**src/shared/bmcs_consts.vh**
```
// Constants for the boot mode and clock setup block
`ifndef BMCS_CONSTS_VH
`define BMCS_CONSTS_VH
`define BMCS_MODE_HOST_BUS_A 4'h1
`define BMCS_MODE_HOST_BUS_B 4'h2
`define BMCS_MODE_EXT_BUS 4'h4
`define BMCS_MODE_I2C 4'h5
`define BMCS_MODE_SPI16 4'h6
`define BMCS_MODE_NAND 4'h7
`define BMCS_MODE_UART 4'h8
`define BMCS_MODE_EXT_FAST 4'h9
`define BMCS_MODE_UART_FLOW 4'hE
`define BMCS_MODE_SPI24 4'hF
`define BMCS_ADDR_CS2 32'h42000000
`define BMCS_ADDR_ROM 32'h00100000
`define BMCS_PINOUT_ASYNC 3'h2
`define BMCS_PINOUT_NAND 3'h5
`define BMCS_I2C_PRESCALE 8'h02
`define BMCS_SCL_FAST 8'h08
`define BMCS_SCL_STD 8'h2D
`define BMCS_UART_DIVISOR 16'h000F
`define BMCS_UART_OVERSAMPLE 5'h10
`define BMCS_SERIAL_CLK_DIV 8'h02
`define BMCS_CORE_POSTDIV 3'h2
`define BMCS_PERIPH_DIV 4'h6
`define BMCS_MULT_BYPASS 5'h01
`define BMCS_CFG_MODE_LSB 0
`define BMCS_CFG_QUICK_BIT 4
`define BMCS_CFG_HOSTEN_BIT 5
`define BMCS_CFG_MULT_LSB 6
`define BMCS_CFG_PINOUT_LSB 9
`endif

```
**src/core/bmcs_mult_lut.v**
```verilog
// Multiplier lookup for the quick start PLL select pins
`timescale 1ns/1ps
module bmcs_mult_lut (
  input wire [2:0] mult_select_pins,
  output reg [4:0] mult
);
  // *****************************************
  // Pin code to PLL multiplier
  // *****************************************
  always @* begin
    case (mult_select_pins)
      3'h0: mult = 5'h14;
      3'h1: mult = 5'h0F;
      3'h2: mult = 5'h10;
      3'h3: mult = 5'h12;
      3'h4: mult = 5'h16;
      3'h5: mult = 5'h19;
      3'h6: mult = 5'h1B;
      3'h7: mult = 5'h1E;
      default: mult = 5'h14;
    endcase
  end
endmodule // bmcs_mult_lut

```
**src/core/bmcs_boot_setup.v**
```verilog
// Boot configuration capture and clock/divider settings per boot source
`timescale 1ns/1ps
`include "bmcs_consts.vh"
// Function
// RULE1: Ext-bus direct boot: fetch at 0x42000000, PLL bypass, async bus.
// RULE2: Board straps pinout select to 010b for direct external-bus boots.
// RULE3: Ext-bus quick start: start in ROM, PLL mode, image script from chip select 2.
// RULE4: Mode 1001b quick start: PLL mode from ROM, then fetch at 0x42000000.
// RULE5: NAND boot reads image script; pinout 010b or 101b; PLL only if quick.
// RULE6: I2C boot standard mode when quick clear, fast mode when set.
// RULE7: Fast I2C: prescale 2, SCL low and high counts 8.
// RULE8: Standard I2C: prescale 2, SCL low and high counts 45.
// RULE9: Board keeps reference clock 21 to 30 MHz for I2C boot.
// RULE10: UART boot: divisor 15, sixteen-times oversampling.
// RULE11: Both SPI boots use buffered serial port, serial clock divider 2.
// RULE12: Peripheral clock is core clock divided by six during boot.
// RULE13: Host-bus boot only with quick start; host-port boot either way.
// RULE14: Host sizes strobe inactive width to peripheral clock rate.
// RULE15: Designer keeps PLL output and core clock within limits.
// RULE16: Quick start multiplier from select pins; core clock is ref times mult over two.
// RULE17: After pin reset the PLL comes up in bypass.
// RULE18: Config pins captured at reset release into a read-only config word.
// RULE19: Latched settings hold until the next reset.
module bmcs_boot_setup (
  input wire clk,
  input wire rstn,
  input wire [3:0] boot_source_sel,
  input wire quick_start_sel,
  input wire host_bus_enable_pin,
  input wire [2:0] mult_select_pins,
  input wire [2:0] ext_bus_pinout_sel,
  input wire pll_locked,
  output reg cfg_valid,
  output reg [11:0] boot_cfg_word,
  output reg [31:0] boot_vector,
  output reg pll_mode_en,
  output reg [4:0] pll_mult,
  output reg [2:0] core_postdiv,
  output reg [3:0] periph_div,
  output reg ext_bus_async,
  output reg ext_bus_nand,
  output reg image_script_format,
  output reg jump_to_cs2,
  output reg i2c_en,
  output reg i2c_fast,
  output reg [7:0] i2c_prescale_field,
  output reg [7:0] scl_low_count,
  output reg [7:0] scl_high_count,
  output reg uart_en,
  output reg uart_flow_ctrl,
  output reg [15:0] uart_divisor,
  output reg [4:0] uart_oversample,
  output reg spi_en,
  output reg spi_addr24,
  output reg [7:0] serial_clk_divider,
  output reg host_boot_en,
  output reg host_bus_boot,
  output reg pinout_error,
  output reg mode_error,
  output reg boot_go
);
  // *****************************************
  // Pin synchronisers and capture
  // *****************************************
  reg [11:0] pin_meta;
  reg [11:0] pin_sync;
  reg [1:0] rel_cnt;
  wire [4:0] lut_mult;
  wire [3:0] mode = boot_cfg_word[`BMCS_CFG_MODE_LSB +: 4];
  wire quick = boot_cfg_word[`BMCS_CFG_QUICK_BIT];
  wire host_en = boot_cfg_word[`BMCS_CFG_HOSTEN_BIT];
  wire [2:0] pinout = boot_cfg_word[`BMCS_CFG_PINOUT_LSB +: 3];

  // Two-stage sync of the strap pins
  always @(posedge clk or negedge rstn) begin
    if (!rstn) begin
      pin_meta <= 12'h000;
      pin_sync <= 12'h000;
    end else begin
      pin_meta <= {ext_bus_pinout_sel, mult_select_pins, host_bus_enable_pin, quick_start_sel, boot_source_sel};
      pin_sync <= pin_meta;
    end
  end

  // Capture once the sync chain has filled after release, then hold
  always @(posedge clk or negedge rstn) begin
    if (!rstn) begin
      rel_cnt <= 2'h0;
      cfg_valid <= 1'b0;
      boot_cfg_word <= 12'h000;
    end else if (!cfg_valid) begin
      if (rel_cnt == 2'h2) begin
        boot_cfg_word <= pin_sync; // RULE18
        cfg_valid <= 1'b1; // RULE19
      end else begin
        rel_cnt <= rel_cnt + 2'h1;
      end
    end
  end

  bmcs_mult_lut u_lut (
    .mult_select_pins(boot_cfg_word[`BMCS_CFG_MULT_LSB +: 3]),
    .mult(lut_mult)
  );

  // *****************************************
  // Decode of boot source into settings
  // *****************************************
  reg [31:0] next_vector;
  reg next_pll, next_async, next_nand, next_ais, next_jump;
  reg next_i2c, next_uart, next_flow, next_spi, next_spi24, next_host, next_hbus;
  reg next_perr, next_merr;

  // Combinational decode of the latched word
  always @* begin
    next_vector = `BMCS_ADDR_ROM;
    next_pll = quick; // RULE5
    next_async = 1'b0;
    next_nand = 1'b0;
    next_ais = 1'b0;
    next_jump = 1'b0;
    next_i2c = 1'b0;
    next_uart = 1'b0;
    next_flow = 1'b0;
    next_spi = 1'b0;
    next_spi24 = 1'b0;
    next_host = 1'b0;
    next_hbus = 1'b0;
    next_perr = 1'b0;
    next_merr = 1'b0;
    case (mode)
      `BMCS_MODE_EXT_BUS: begin
        next_async = 1'b1;
        next_perr = (pinout != `BMCS_PINOUT_ASYNC); // RULE2
        if (!quick) begin
          next_vector = `BMCS_ADDR_CS2; // RULE1
        end else begin
          next_ais = 1'b1; // RULE3
        end
      end
      `BMCS_MODE_EXT_FAST: begin
        next_async = 1'b1;
        next_jump = quick; // RULE4
        next_merr = !quick;
        next_perr = (pinout != `BMCS_PINOUT_ASYNC);
      end
      `BMCS_MODE_NAND: begin
        next_nand = 1'b1;
        next_ais = 1'b1; // RULE5
        next_perr = (pinout != `BMCS_PINOUT_ASYNC) && (pinout != `BMCS_PINOUT_NAND); // RULE5
      end
      `BMCS_MODE_I2C: next_i2c = 1'b1; // RULE6
      `BMCS_MODE_UART: next_uart = 1'b1; // RULE10
      `BMCS_MODE_UART_FLOW: begin
        next_uart = 1'b1;
        next_flow = 1'b1;
      end
      `BMCS_MODE_SPI16: next_spi = 1'b1; // RULE11
      `BMCS_MODE_SPI24: begin
        next_spi = 1'b1;
        next_spi24 = 1'b1;
      end
      `BMCS_MODE_HOST_BUS_A, `BMCS_MODE_HOST_BUS_B: begin
        next_host = 1'b1;
        if (host_en) begin
          next_hbus = quick; // RULE13
          next_merr = !quick; // RULE13
        end
      end
      default: next_merr = 1'b0;
    endcase
  end

  // *****************************************
  // Settings registers
  // *****************************************
  always @(posedge clk or negedge rstn) begin
    if (!rstn) begin
      boot_vector <= `BMCS_ADDR_ROM;
      pll_mode_en <= 1'b0; // RULE17
      pll_mult <= `BMCS_MULT_BYPASS;
      core_postdiv <= `BMCS_CORE_POSTDIV;
      periph_div <= `BMCS_PERIPH_DIV;
      ext_bus_async <= 1'b0;
      ext_bus_nand <= 1'b0;
      image_script_format <= 1'b0;
      jump_to_cs2 <= 1'b0;
      i2c_en <= 1'b0;
      i2c_fast <= 1'b0;
      i2c_prescale_field <= 8'h00;
      scl_low_count <= 8'h00;
      scl_high_count <= 8'h00;
      uart_en <= 1'b0;
      uart_flow_ctrl <= 1'b0;
      uart_divisor <= 16'h0000;
      uart_oversample <= 5'h00;
      spi_en <= 1'b0;
      spi_addr24 <= 1'b0;
      serial_clk_divider <= 8'h00;
      host_boot_en <= 1'b0;
      host_bus_boot <= 1'b0;
      pinout_error <= 1'b0;
      mode_error <= 1'b0;
      boot_go <= 1'b0;
    end else if (cfg_valid && !boot_go) begin
      boot_vector <= next_vector;
      pll_mode_en <= next_pll; // RULE3
      pll_mult <= next_pll ? lut_mult : `BMCS_MULT_BYPASS; // RULE16
      core_postdiv <= `BMCS_CORE_POSTDIV; // RULE16
      periph_div <= `BMCS_PERIPH_DIV; // RULE12
      ext_bus_async <= next_async;
      ext_bus_nand <= next_nand;
      image_script_format <= next_ais;
      jump_to_cs2 <= next_jump;
      i2c_en <= next_i2c;
      i2c_fast <= next_i2c & quick; // RULE6
      i2c_prescale_field <= next_i2c ? `BMCS_I2C_PRESCALE : 8'h00;
      scl_low_count <= !next_i2c ? 8'h00 : (quick ? `BMCS_SCL_FAST : `BMCS_SCL_STD); // RULE7
      scl_high_count <= !next_i2c ? 8'h00 : (quick ? `BMCS_SCL_FAST : `BMCS_SCL_STD); // RULE8
      uart_en <= next_uart;
      uart_flow_ctrl <= next_flow;
      uart_divisor <= next_uart ? `BMCS_UART_DIVISOR : 16'h0000; // RULE10
      uart_oversample <= next_uart ? `BMCS_UART_OVERSAMPLE : 5'h00; // RULE10
      spi_en <= next_spi;
      spi_addr24 <= next_spi24;
      serial_clk_divider <= next_spi ? `BMCS_SERIAL_CLK_DIV : 8'h00; // RULE11
      host_boot_en <= next_host & !next_merr;
      host_bus_boot <= next_hbus;
      pinout_error <= next_perr;
      mode_error <= next_merr;
      // Quick start waits for lock before handing over
      boot_go <= !next_pll || pll_locked; // RULE4
    end
  end
endmodule // bmcs_boot_setup

```
**config.mk**
```make
export PLATFORM = sky130hd
export DESIGN_NAME = bmcs_boot_setup
export DESIGN_NICKNAME = d
export VERILOG_FILES = /design/src/core/bmcs_mult_lut.v /design/src/core/bmcs_boot_setup.v
export VERILOG_INCLUDE_DIRS = /design/src /design/src/shared
export SDC_FILE = /design/constraint.sdc
export NUM_CORES = 1
export LEC_CHECK = 0
export BUFFER_PORTS_ARGS = -buffer_cell sky130_fd_sc_hd__buf_2
export CORE_MARGIN = 3
export CORE_UTILIZATION = 46
export CTS_CLUSTER_SIZE = 10
export DETAILED_ROUTE_END_ITERATION = 10
export GPL_ROUTABILITY_DRIVEN = 0
export PLACE_DENSITY = 0.89
export SLEW_MARGIN = 20
export SYNTH_ARGS = -nofsm -noshare
export SYNTH_HDL_FRONTEND = slang
export SYNTH_SLANG_ARGS = --single-unit
```
**constraint.sdc**
```tcl
create_clock -name clk -period 2.4 [get_ports clk]
set_clock_uncertainty 0.2 [all_clocks]
set_input_delay 0.6 -clock clk [delete_from_list [all_inputs] [get_ports clk]]
set_output_delay 0.6 -clock clk [all_outputs]
set_load 0.005 [all_outputs]
```
==> parameters.txt, run 1 <==
Parameter                              Value

Power and ir drop
  Leakage power figure    1.662 nW
  Worst vdd ir    0.5316 mV
  Pwr/cell area    653.7 nW/um2

Timing
  Total negative slack for setup checks    0 ns
  Number of endpoints with negative hold slack in the final report    0
  Final Cycle Share    79.57%
  Number of pins exceeding their max-slew limit in the final report    0
  Min Tclk post-route    1.910 ns
  RSZ-0062 raised after global routing    no
  Peak clock frequency supported by timing    523.7 MHz
  Finish-stage setup viols    0
  Smallest setup slack after layout    0.4904 ns

Synth
  Flops & latches, synth    63
  Netlist Area Pre-Place    2995 um2
  Number of synthesized flops with an enable pin    0
  Average instance area after synthesis    11.14 um2
  Post-synth top flop    sky130_fd_sc_hd__dfrtp_1
  Fraction of registers with async set/reset    100.0%
  Count of warnings emitted by yosys    0
  Gate count after technology mapping    269
  Post-synth cell types    39
  Sequential cell area fraction in the yosys report    52.72%

Critical path
  Start point of the critical path    boot_cfg_word[4]
  Critical Path Sink Type    output pin
  Kind of start point of the critical path    register
  Ordered list of cells on the worst path    buf_2
  Data arrival time at the worst-slack endpoint    1.11 ns
  Cell family with the largest share of critical-path delay    flip-flops
  CP Buf/Inv Count    1
  Required arrival time at the worst endpoint    1.60 ns
  Startpoint-to-endpoint class of the critical path    register to output pin
  Max FO, Critical Path    12
  Crit path largest cell delay    0.58 ns
  Reg-to-reg startpoint    boot_go
  Highest-delay cell along the critical path    sky130_fd_sc_hd__dfrtp_1

Floorplan
  Area enclosed by the die boundary    7516 um2
  Count of pins on the block boundary    141
  Initial cell density of the core    49.14%
  Core ar.    6096 um2
  Num rows    28
  Die height    86.70 um
  Die Width    86.70 um

Layout
  Final core utilization    51.89%
  Fraction of layout cells with a size suffix above 1    30.28%
  Post-route cell area    3163 um2
  Final layout net count    340
  Antenna cell count    0
  Highest-count cells in the layout ignoring fill and taps    74 x sky130_fd_sc_hd__conb_1, 66 x sky130_fd_sc_hd__buf_2, 61 x sky130_fd_sc_hd__dfrtp_1, 26 x sky130_fd_sc_hd__nand2_1, 16 x sky130_fd_sc_hd__o21ai_0
  Syn-to-layout area delta    5.597%
  Most frequent standard cell in the layout excluding fill and tap cells    sky130_fd_sc_hd__conb_1

Global route
  Sum of overflow across all layers after global routing    0
  GRT Util Overall    12.68%
  Global-route wire length before repair    7196 um
  Number of antenna violations at the first check in global routing    0
  Vias in the first global route    1442
  Largest net degree at the start of global routing    64

Clock tree
  Number of buffers on the longest clock path    2
  TritonCTS clock tree    yes
  Clock latency on the worst-skew pair    0.33 ns
  TritonCTS sink count    63
  Post-CTS resize count    0
  Number of buffers inserted during clock tree synthesis    9
  Clock input transition at the sequential cells of the worst setup and hold paths    0.06 ns
  Level count of the clock H-tree    3
  Number of hold buffers added after cts    0
  Clk root buf    sky130_fd_sc_hd__clkbuf_8
  Buffer count from post-CTS setup fixing    0

Route
  Vias/cell    4.286
  DRT iter0 DRCs    59
  Number of design rule violations left after detail routing    0
  Number of antenna-violating nets in the routed design    0
  Via count    1723
  Sum of routed wire length over all layers    4787 um
  First-pass iteration count of the detailed router    4
  Per-cell routed wire length    11.91 um

Placed design
  IO Port Bufs    66
  Post-placement worst setup slack    0.7941 ns
  Total half-perimeter wirelength after legalization and detailed placement    3549 um
  Post-Place Cell Area    3005 um2

Outcome
  Outcome    complete, no violations

Min path
  Classification of the worst-slack hold path    primary input to async pin

Flow run
  Max-Cap Viols    0
synth_stat cells (4+ instances only):
library cell | count | area [um2]
sky130_fd_sc_hd__buf_4 | 91 | 683.2
sky130_fd_sc_hd__clkbuf_1 | 4 | 15.01
sky130_fd_sc_hd__dfrtp_1 | 61 | 1526
sky130_fd_sc_hd__mux2_2 | 11 | 123.9
sky130_fd_sc_hd__nand2_1 | 26 | 97.59
sky130_fd_sc_hd__nor2b_1 | 4 | 25.02
sky130_fd_sc_hd__o21ai_0 | 16 | 80.08
sky130_fd_sc_hd__xnor2_1 | 4 | 35.03
metrics by stage:
stage	hold WS [ns]	cells	power, mW
2_1_floorplan	0.1044	341	1.355
3_3_place_gp	0.1322	386	1.335
3_5_place_dp	0.1347	386	1.344
4_1_cts	0.06554	402	2.096
5_1_grt	0.07355	402	2.184
6_report	0.06117	402	2.068
sequential cells by signal (all words and copies together), names as in the netlist, 2 cells and up:
name / count
pin_sync: 12
pin_meta: 12
scl_high_count: 2
boot_vector: 2
pll_mult: 5
rel_cnt: 2
boot_cfg_word: 12
worst paths after layout:
path / end / slack (ns) / depth (start not counted)
worst max-delay path: boot_cfg_word[4] / 0.49 / 1
worst min-delay path: pin_meta[11] / 0.06 / 2
worst max register to register: host_bus_boot / 0.77 / 3
worst min register to register: pin_sync[6] / 0.15 / 0
max in group asynchronous: pll_mult[0] / 1.63 / 2
min in group clk: pin_sync[6] / 0.15 / 0
where the power goes:
group	switching (mW)	internal, mW
Combinational	0.0951	0.0714
Clock	0.374	0.370
Sequential	0.0415	1.12
area by class of cell:
cell class / instances / area [um2]
Multi-Input combinational cell: 175 / 948.4
Clock inverter: 4 / 22.52
Sequential cell: 63 / 1579
Timing Repair Buffer: 70 / 372.9
Inverter: 3 / 11.26
Clock buffer: 12 / 135.1
Tap cell: 75 / 93.84
Fill cell: 548 / 2933
kinds of logic (layout without fill, tap and decap cells):
group,Yosys count,after routing,synth area share [%]
AOI/OAI and AO/OA,30,30,6.475
other,2,74,0.2507
muxes,13,13,4.804
adders and majority gates,3,3,1.253
buffers and inverters,103,89,24.65
xor gates and xnor gates,4,4,1.169
DFF,63,63,52.71
and+or+nand+nor,51,51,8.688
routing by layer:
layer | track usage [%] | wire length [um]
met4 | 6.232 | 99
met5 | 0 | 0
met1 | 16.52 | 1972
met2 | 18.08 | 2220
met3 | 5.418 | 495
Note: power is estimated with default switching activity, not from simulation.
==> run 2, diff against run 1 <==
ABC_AREA = 1   (was unset)
clock period = 1.9 ns   (was 2.4 ns; I/O delays follow)
==> run 2 against run 1 <==
Effect of this change:
- die area down 0.78%
- first-iteration DRC count rose by 47%
- hold slack got worse by 0.035 ns
- clock power is 75% higher
- combinational power shrank 13%
- utilization is 1.1 points higher
- final area rose by 2.1%
- setup slack lost 0.30 ns
- critical path depth did not move
- sequential power is 22% higher
- power is 38% higher
- via count rose by 6.0%
- largest cell class unchanged
- largest power group unchanged
==> parameters.txt, run 2 <==
Parameter                              Value

Critical path
  Critical Path Sink Type    output pin (unchanged)
  Reg-to-reg startpoint    rel_cnt[0] (was boot_go)
  Ordered list of cells on the worst path    buf_2 (unchanged)
  Worst R2R End    boot_cfg_word[0] (was host_bus_boot)
  Data arrival time at the worst-slack endpoint    1.04 ns (was 1.11 ns)
  Crit path largest cell delay    0.51 ns (was 0.58 ns)
  Reg2Reg Depth    6 (was 3)
  Kind of start point of the critical path    register (unchanged)
  CP Buf/Inv Count    1 (unchanged)
  Max FO, Critical Path    8 (was 12)
  Worst reg2reg setup slack    0.28 ns (was 0.77 ns)
  Highest-delay cell along the critical path    sky130_fd_sc_hd__dfrtp_1 (unchanged)
  Cell family with the largest share of critical-path delay    flip-flops (unchanged)
  Required arrival time at the worst endpoint    1.22 ns (was 1.60 ns)
  Startpoint-to-endpoint class of the critical path    register to output pin (unchanged)

Clock tree
  TritonCTS clock tree    yes (unchanged)
  Number of buffers on the longest clock path    2 (unchanged)
  Post-CTS resize count    0 (unchanged)
  Clock latency on the worst-skew pair    0.35 ns (was 0.33 ns)
  TritonCTS sink count    63 (unchanged)
  Number of hold buffers added after cts    1 (was 0)
  Level count of the clock H-tree    3 (unchanged)
  Clk root buf    sky130_fd_sc_hd__clkbuf_8 (unchanged)
  Clock input transition at the sequential cells of the worst setup and hold paths    0.07 ns (was 0.06 ns)
  Buffer count from post-CTS setup fixing    0 (unchanged)
  Number of buffers inserted during clock tree synthesis    9 (unchanged)

Global route
  Global-route wire length before repair    8079 um (was 7196 um)
  Largest net degree at the start of global routing    52 (was 64)
  Vias in the first global route    1686 (was 1442)
  Sum of overflow across all layers after global routing    0 (unchanged)
  GRT Util Overall    14.38% (was 12.68%)
  Number of antenna violations at the first check in global routing    0 (unchanged)

Outcome
  Outcome    complete, no violations (unchanged)

Synth
  Gate count after technology mapping    294 (was 269)
  Netlist Area Pre-Place    2970 um2 (was 2995 um2)
  Post-synth top flop    sky130_fd_sc_hd__dfrtp_1 (unchanged)
  Flops & latches, synth    63 (unchanged)
  Fraction of registers with async set/reset    100.0% (unchanged)
  Count of warnings emitted by yosys    0 (unchanged)
  Sequential cell area fraction in the yosys report    53.16% (was 52.72%)
  Number of synthesized flops with an enable pin    0 (unchanged)
  Area leader, netlist    sky130_fd_sc_hd__dfrtp_1 (unchanged)
  Biggest area contributors in the synthesized netlist    sky130_fd_sc_hd__dfrtp_1 51%, sky130_fd_sc_hd__buf_4 23%, sky130_fd_sc_hd__nand2_1 5.7% (was sky130_fd_sc_hd__dfrtp_1 51%, sky130_fd_sc_hd__buf_4 23%, sky130_fd_sc_hd__mux2_2 4.1%)
  Average instance area after synthesis    10.10 um2 (was 11.14 um2)
  Post-synth cell types    28 (was 39)
  Cell with the most instances after synthesis    sky130_fd_sc_hd__buf_4 (unchanged)
  Area share of the largest cell type after synthesis    51.39% (was 50.96%)
  Most frequent cells after synthesis    90 x sky130_fd_sc_hd__buf_4, 61 x sky130_fd_sc_hd__dfrtp_1, 45 x sky130_fd_sc_hd__nand2_1 (was 91 x sky130_fd_sc_hd__buf_4, 61 x sky130_fd_sc_hd__dfrtp_1, 26 x sky130_fd_sc_hd__nand2_1)

Layout
  Most frequent standard cell in the layout excluding fill and tap cells    sky130_fd_sc_hd__conb_1 (unchanged)
  Final layout net count    371 (was 340)
  Top flop regs    boot_cfg_word x12, pin_meta x12, pin_sync x12 (unchanged)
  Syn-to-layout area delta    8.720% (was 5.597%)
  Antenna cell count    0 (unchanged)
  Fraction of layout cells with a size suffix above 1    28.49% (was 30.28%)
  Final non-filler cell total    433 (was 402)
  Highest-count cells in the layout ignoring fill and taps    74 x sky130_fd_sc_hd__conb_1, 66 x sky130_fd_sc_hd__buf_2, 61 x sky130_fd_sc_hd__dfrtp_1, 45 x sky130_fd_sc_hd__nand2_1, 23 x sky130_fd_sc_hd__nor2_1 (was 74 x sky130_fd_sc_hd__conb_1, 66 x sky130_fd_sc_hd__buf_2, 61 x sky130_fd_sc_hd__dfrtp_1, 26 x sky130_fd_sc_hd__nand2_1, 16 x sky130_fd_sc_hd__o21ai_0)

Route
  Vias/cell    4.217 (was 4.286)
  Per-cell routed wire length    11.78 um (was 11.91 um)
  Via count    1826 (was 1723)
  Sum of routed wire length over all layers    5099 um (was 4787 um)
  Number of design rule violations left after detail routing    0 (unchanged)
  First-pass iteration count of the detailed router    4 (unchanged)
  Number of antenna-violating nets in the routed design    0 (unchanged)
  DRT iter0 DRCs    87 (was 59)

Floorplan
  Area enclosed by the die boundary    7457 um2 (was 7516 um2)
  Core ar.    6096 um2 (unchanged)
  Die height    86.36 um (was 86.70 um)
  Initial cell density of the core    48.73% (was 49.14%)
  Count of pins on the block boundary    141 (unchanged)
  Num rows    28 (unchanged)
  Die Width    86.36 um (was 86.70 um)

Placed design
  Total half-perimeter wirelength after legalization and detailed placement    3745 um (was 3549 um)
  IO Port Bufs    66 (unchanged)
  Placed instance count    416 (was 386)

Timing
  Min Tclk post-route    1.712 ns
  RSZ-0062 raised after global routing    no (unchanged)
  Final Cycle Share    90.10%
  Finish-stage setup viols    0 (unchanged)
  Number of endpoints with negative hold slack in the final report    0 (unchanged)
  Number of pins exceeding their max-slew limit in the final report    0 (unchanged)
  Total negative slack for setup checks    0 ns (unchanged)
  Post-Route Hold Slack    0.02587 ns (was 0.06117 ns)
  Peak clock frequency supported by timing    584.2 MHz

Flow run
  Max-Cap Viols    0 (unchanged)

Min path
  Worst Hold Path Cells    1
  Launch point of the worst hold path    host_bus_enable_pin
  Worst hold path endpoint    pin_meta[5]
  Classification of the worst-slack hold path    primary input to register (was primary input to async pin)

Power and ir drop
  Worst vdd ir    0.7354 mV (was 0.5316 mV)
  Leakage power figure    1.853 nW (was 1.662 nW)
  Pwr/cell area    881.6 nW/um2 (was 653.7 nW/um2)
  Total chip power    2.847 mW (was 2.068 mW)
-- run 2: changes by cell type after synthesis, moves of 5 or more --
cell and change:
sky130_fd_sc_hd__nand2_1 +19, sky130_fd_sc_hd__a21oi_1 +8, sky130_fd_sc_hd__o21ai_0 -9, sky130_fd_sc_hd__inv_1 +8, sky130_fd_sc_hd__nand3_1 +5, sky130_fd_sc_hd__mux2_2 -11
sky130_fd_sc_hd__nor2_1 +20
-- run 2: cell type report --
class	instances	area (um2)
Sequential cell	63	1579
Tap cell	75	93.84
Clock inverter	7	103.9
Timing Repair Buffer	70	375.4
Fill cell	569	2867
Inverter	15	56.30
Multi-Input combinational cell	194	897.1
Clock buffer	9	123.9
-- run 2: through the flow --
stage               area (um2)  utilization (%)  setup WS, ns
floorplan                 3241                -        0.4691
global placement          2992            49.08        0.3935
detailed placement        2992            49.08        0.2763
CTS                       3229            52.98        0.2026
global route              3229            52.98        0.1211
finish                    3229            52.98        0.1882
-- run 2: worst max path at each step --
| stage | from | endpoint | slack (ns) | depth (start not counted) |
|---|---|---|---|---|
| after CTS | boot_cfg_word[3] | boot_cfg_word[3] | 0.20 | 1 |
| after global placement | rel_cnt[0] | boot_cfg_word[3] | 0.39 | 6 |
| final | boot_cfg_word[3] | boot_cfg_word[3] | 0.19 | 1 |
| after detailed placement | rel_cnt[0] | boot_cfg_word[0] | 0.28 | 6 |
| after global routing | rel_cnt[0] | boot_cfg_word[0] | 0.12 | 6 |
| after floorplan | boot_cfg_word[6] | pll_mult[2] | 0.47 | 4 |
-- run 2: layer usage --
layer	GRT usage (%)	vias to the layer above	part of all wire, %	wire [um]
li1	-	877	-	-
met1	15.58	860	37	1883
met2	23.78	85	52	2656
met3	6.844	4	10	508
met4	6.657	0	1.0	51
met5	0	-	0	0
-- run 2: report_power, final --
part / switching (mW) / total [mW] / internal (mW)
combinational: 0.101 / 0.144 / 0.0437
clock: 0.544 / 1.30 / 0.753
sequential: 0.0264 / 1.41 / 1.38
total: 0.671 / 2.85 / 2.18
-- run 2: cells by family (layout without fill, tap and decap cells) --
family / count (synthesis) / after routing / synth area share [%]
flops: 63 / 63 / 53.16
simple gates: 86 / 86 / 12.26
other cells: 2 / 74 / 0.2528
fa+ha+maj: 3 / 3 / 1.264
buf+inv: 109 / 101 / 25.74
mux: 4 / 4 / 2.022
xor+xnor: 1 / 1 / 0.2949
compound gates: 26 / 26 / 5.013
==> run 3, diff against run 2 <==
CELL_PAD_IN_SITES_DETAIL_PLACEMENT = 1   (was unset)
CELL_PAD_IN_SITES_GLOBAL_PLACEMENT = 2   (was unset)
CORE_UTILIZATION = 27   (was 46)
PLACE_DENSITY = 0.91   (was 0.89)
==> run 3 against run 2 <==
Effect of this change:
- fmax is 0.84% higher
- setup slack better by 0.014 ns
- register-to-register slack worse by 0.04 ns
- die area is 65% higher
- clock-buffer cell count stayed put
- first-iteration DRC count is 23% lower
- sequential power hardly changed
- largest cell class unchanged
- critical path depth stayed put
- global-route usage is 4.6 points lower
==> parameters.txt, run 3 (synthesis gave the netlist of run 2 again) <==
Parameter                              Value

Floorplan
  Initial cell density of the core    28.27% (was 48.73%)
  Die Width    110.9 um (was 86.36 um)
  Num rows    37 (was 28)
  Count of pins on the block boundary    141 (unchanged)
  Die height    110.9 um (was 86.36 um)
  Core ar.    10510 um2 (was 6096 um2)
  Area enclosed by the die boundary    12300 um2 (was 7457 um2)

Critical path
  Cell family with the largest share of critical-path delay    flip-flops (unchanged)
  Critical Path Sink Type    output pin (unchanged)
  Data arrival time at the worst-slack endpoint    1.02 ns (was 1.04 ns)
  Max FO, Critical Path    8 (unchanged)
  Crit path largest cell delay    0.51 ns (about the same)
  Startpoint-to-endpoint class of the critical path    register to output pin (unchanged)
  Highest-delay cell along the critical path    sky130_fd_sc_hd__dfrtp_1 (unchanged)
  CP Buf/Inv Count    1 (unchanged)
  Kind of start point of the critical path    register (unchanged)
  Required arrival time at the worst endpoint    1.22 ns (about the same)
  Ordered list of cells on the worst path    buf_2 (unchanged)

Timing
  Number of endpoints with negative hold slack in the final report    0 (unchanged)
  Min Tclk post-route    1.697 ns (was 1.712 ns)
  Finish-stage setup viols    0 (unchanged)
  Final Cycle Share    89.34% (was 90.10%)
  Peak clock frequency supported by timing    589.1 MHz (was 584.2 MHz)
  RSZ-0062 raised after global routing    no (unchanged)
  Number of pins exceeding their max-slew limit in the final report    0 (unchanged)
  Total negative slack for setup checks    0 ns (unchanged)

Layout
  Final core utilization    31.44% (was 52.98%)
  Final non-filler cell total    494 (was 433)
  Fraction of layout cells with a size suffix above 1    28.49% (unchanged)
  Layout fillers    1225 (was 569)
  Syn-to-layout area delta    11.25% (was 8.720%)
  Top flop regs    boot_cfg_word x12, pin_meta x12, pin_sync x12 (unchanged)
  Most frequent standard cell in the layout excluding fill and tap cells    sky130_fd_sc_hd__conb_1 (unchanged)
  Highest-count cells in the layout ignoring fill and taps    74 x sky130_fd_sc_hd__conb_1, 66 x sky130_fd_sc_hd__buf_2, 61 x sky130_fd_sc_hd__dfrtp_1, 45 x sky130_fd_sc_hd__nand2_1, 23 x sky130_fd_sc_hd__nor2_1 (unchanged)
  Area of combinational cells with multiple inputs    897.1 um2 (unchanged)
  Final layout net count    371 (unchanged)
  Antenna cell count    0 (unchanged)
  Register area    1579 um2 (unchanged)

Clock tree
  Clk root buf    sky130_fd_sc_hd__clkbuf_8 (unchanged)
  TritonCTS clock tree    yes (unchanged)
  Number of buffers on the longest clock path    2 (unchanged)
  TritonCTS sink count    63 (unchanged)
  Number of buffers inserted during clock tree synthesis    9 (unchanged)
  Level count of the clock H-tree    3 (unchanged)
  Clock latency on the worst-skew pair    0.33 ns (was 0.35 ns)
  Clock input transition at the sequential cells of the worst setup and hold paths    0.08 ns (was 0.07 ns)

Global route
  Largest net degree at the start of global routing    64 (was 52)
  Sum of overflow across all layers after global routing    0 (unchanged)
  Vias in the first global route    1905 (was 1686)
  GRT Util Overall    9.818% (was 14.38%)
  Number of antenna violations at the first check in global routing    0 (unchanged)
  Global-route wire length before repair    9694 um (was 8079 um)

Route
  Vias/cell    3.796 (was 4.217)
  Wl on met1    2379 um (was 1883 um)
  Number of design rule violations left after detail routing    0 (unchanged)
  Per-cell routed wire length    12.04 um (was 11.78 um)
  Via count    1875 (was 1826)
  Uppermost signal routing layer after detailed routing    met4 (unchanged)
  DRT iter0 DRCs    67 (was 87)
  Met2 layer wire length in the routed design    2812 um (was 2656 um)
  First-pass iteration count of the detailed router    4 (unchanged)
  Number of antenna-violating nets in the routed design    0 (unchanged)
  Detailed route wirelength on metal3    574 um (was 508 um)
  Sum of routed wire length over all layers    5950 um (was 5099 um)

Placed design
  Placed instance count    477 (was 416)
  IO Port Bufs    66 (unchanged)
  Total half-perimeter wirelength after legalization and detailed placement    4615 um (was 3745 um)

Power and ir drop
  Leakage power figure    1.849 nW (was 1.853 nW)
  Pwr/cell area    865.9 nW/um2 (was 881.6 nW/um2)
  NetSw    0.6848 mW (was 0.6710 mW)
  Combinational group share of total power    5.2% (was 5.1%)
  Worst vdd ir    0.2670 mV (was 0.7354 mV)
  Total chip power    2.861 mW (was 2.847 mW)
  Sequential Power Share    49.1% (was 49.4%)
  Proportion of power drawn by the clock network    45.8% (was 45.5%)
  Design internal power    2.177 mW (was 2.176 mW)
  Switching portion of total power    23.93% (was 23.57%)

Outcome
  Outcome    complete, no violations (unchanged)

Flow run
  Max-Cap Viols    0 (unchanged)

Min path
  Classification of the worst-slack hold path    primary input to register (unchanged)
[run 3: stage by stage]
stage	area (um2)	worst slack, ns	hold WS [ns]
2_1_floorplan	3241	0.4691	-0.02059
3_3_place_gp	3068	0.3785	0.1337
3_5_place_dp	3068	0.2433	0.1363
4_1_cts	3304	0.1729	0.01628
5_1_grt	3304	0.1029	0.01201
6_report	3304	0.2025	0.03795
[run 3: worst paths after layout]
path,startpoint,endpoint,slack (ns),depth (start not counted)
max in group asynchronous,rstn,pll_mult[0],0.72,3
min,mult_select_pins[0],pin_meta[6],0.04,1
max,boot_cfg_word[3],boot_cfg_word[3],0.20,1
min in group asynchronous,rstn,spi_addr24,0.47,3
max reg2reg,rel_cnt[0],boot_cfg_word[1],0.24,6
min reg2reg,pin_meta[8],pin_sync[8],0.15,0
[run 3: timing repair]
item,CTS,global route
setup buffers,0,0
hold buffers,1,0
resized for setup,0,0
endpoints found under the hold margin,61,0
[run 3: power groups by stage]
stage | combinational [mW] | clock (mW) | sequential (mW)
2_1_floorplan | 0.181 | 0 | 1.43
3_3_place_gp | 0.140 | 0 | 1.43
3_5_place_dp | 0.146 | 0 | 1.43
4_1_cts | 0.148 | 1.36 | 1.40
5_1_grt | 0.173 | 1.43 | 1.41
6_report | 0.148 | 1.31 | 1.40
[run 3: final cells by class]
| type | count | area share (%) |
|---|---|---|
| repair buffers | 70 | 11.36 |
| multi-input cells | 194 | 27.15 |
| well taps | 136 | 5.150 |
| inverters | 15 | 1.704 |
| clock buffers | 9 | 3.749 |
| flip-flops and latches | 63 | 47.78 |
| clock inverters | 7 | 3.105 |
[run 3: layer usage]
metal | vias to the layer above | track usage [%]
met5 | - | 0
met4 | 0 | 5.583
met3 | 18 | 3.766
met2 | 95 | 15.49
met1 | 882 | 11.39
li1 | 880 | -
[run 3: worst register-to-register path: stages (launching register included)]
cell and delay, ns:
sky130_fd_sc_hd__dfrtp_1 0.37, sky130_fd_sc_hd__inv_1 0.06, sky130_fd_sc_hd__ha_1 0.20, sky130_fd_sc_hd__nand2_1 0.30, sky130_fd_sc_hd__buf_4 0.25, sky130_fd_sc_hd__nor2_1 0.06, sky130_fd_sc_hd__a21oi_1 0.13
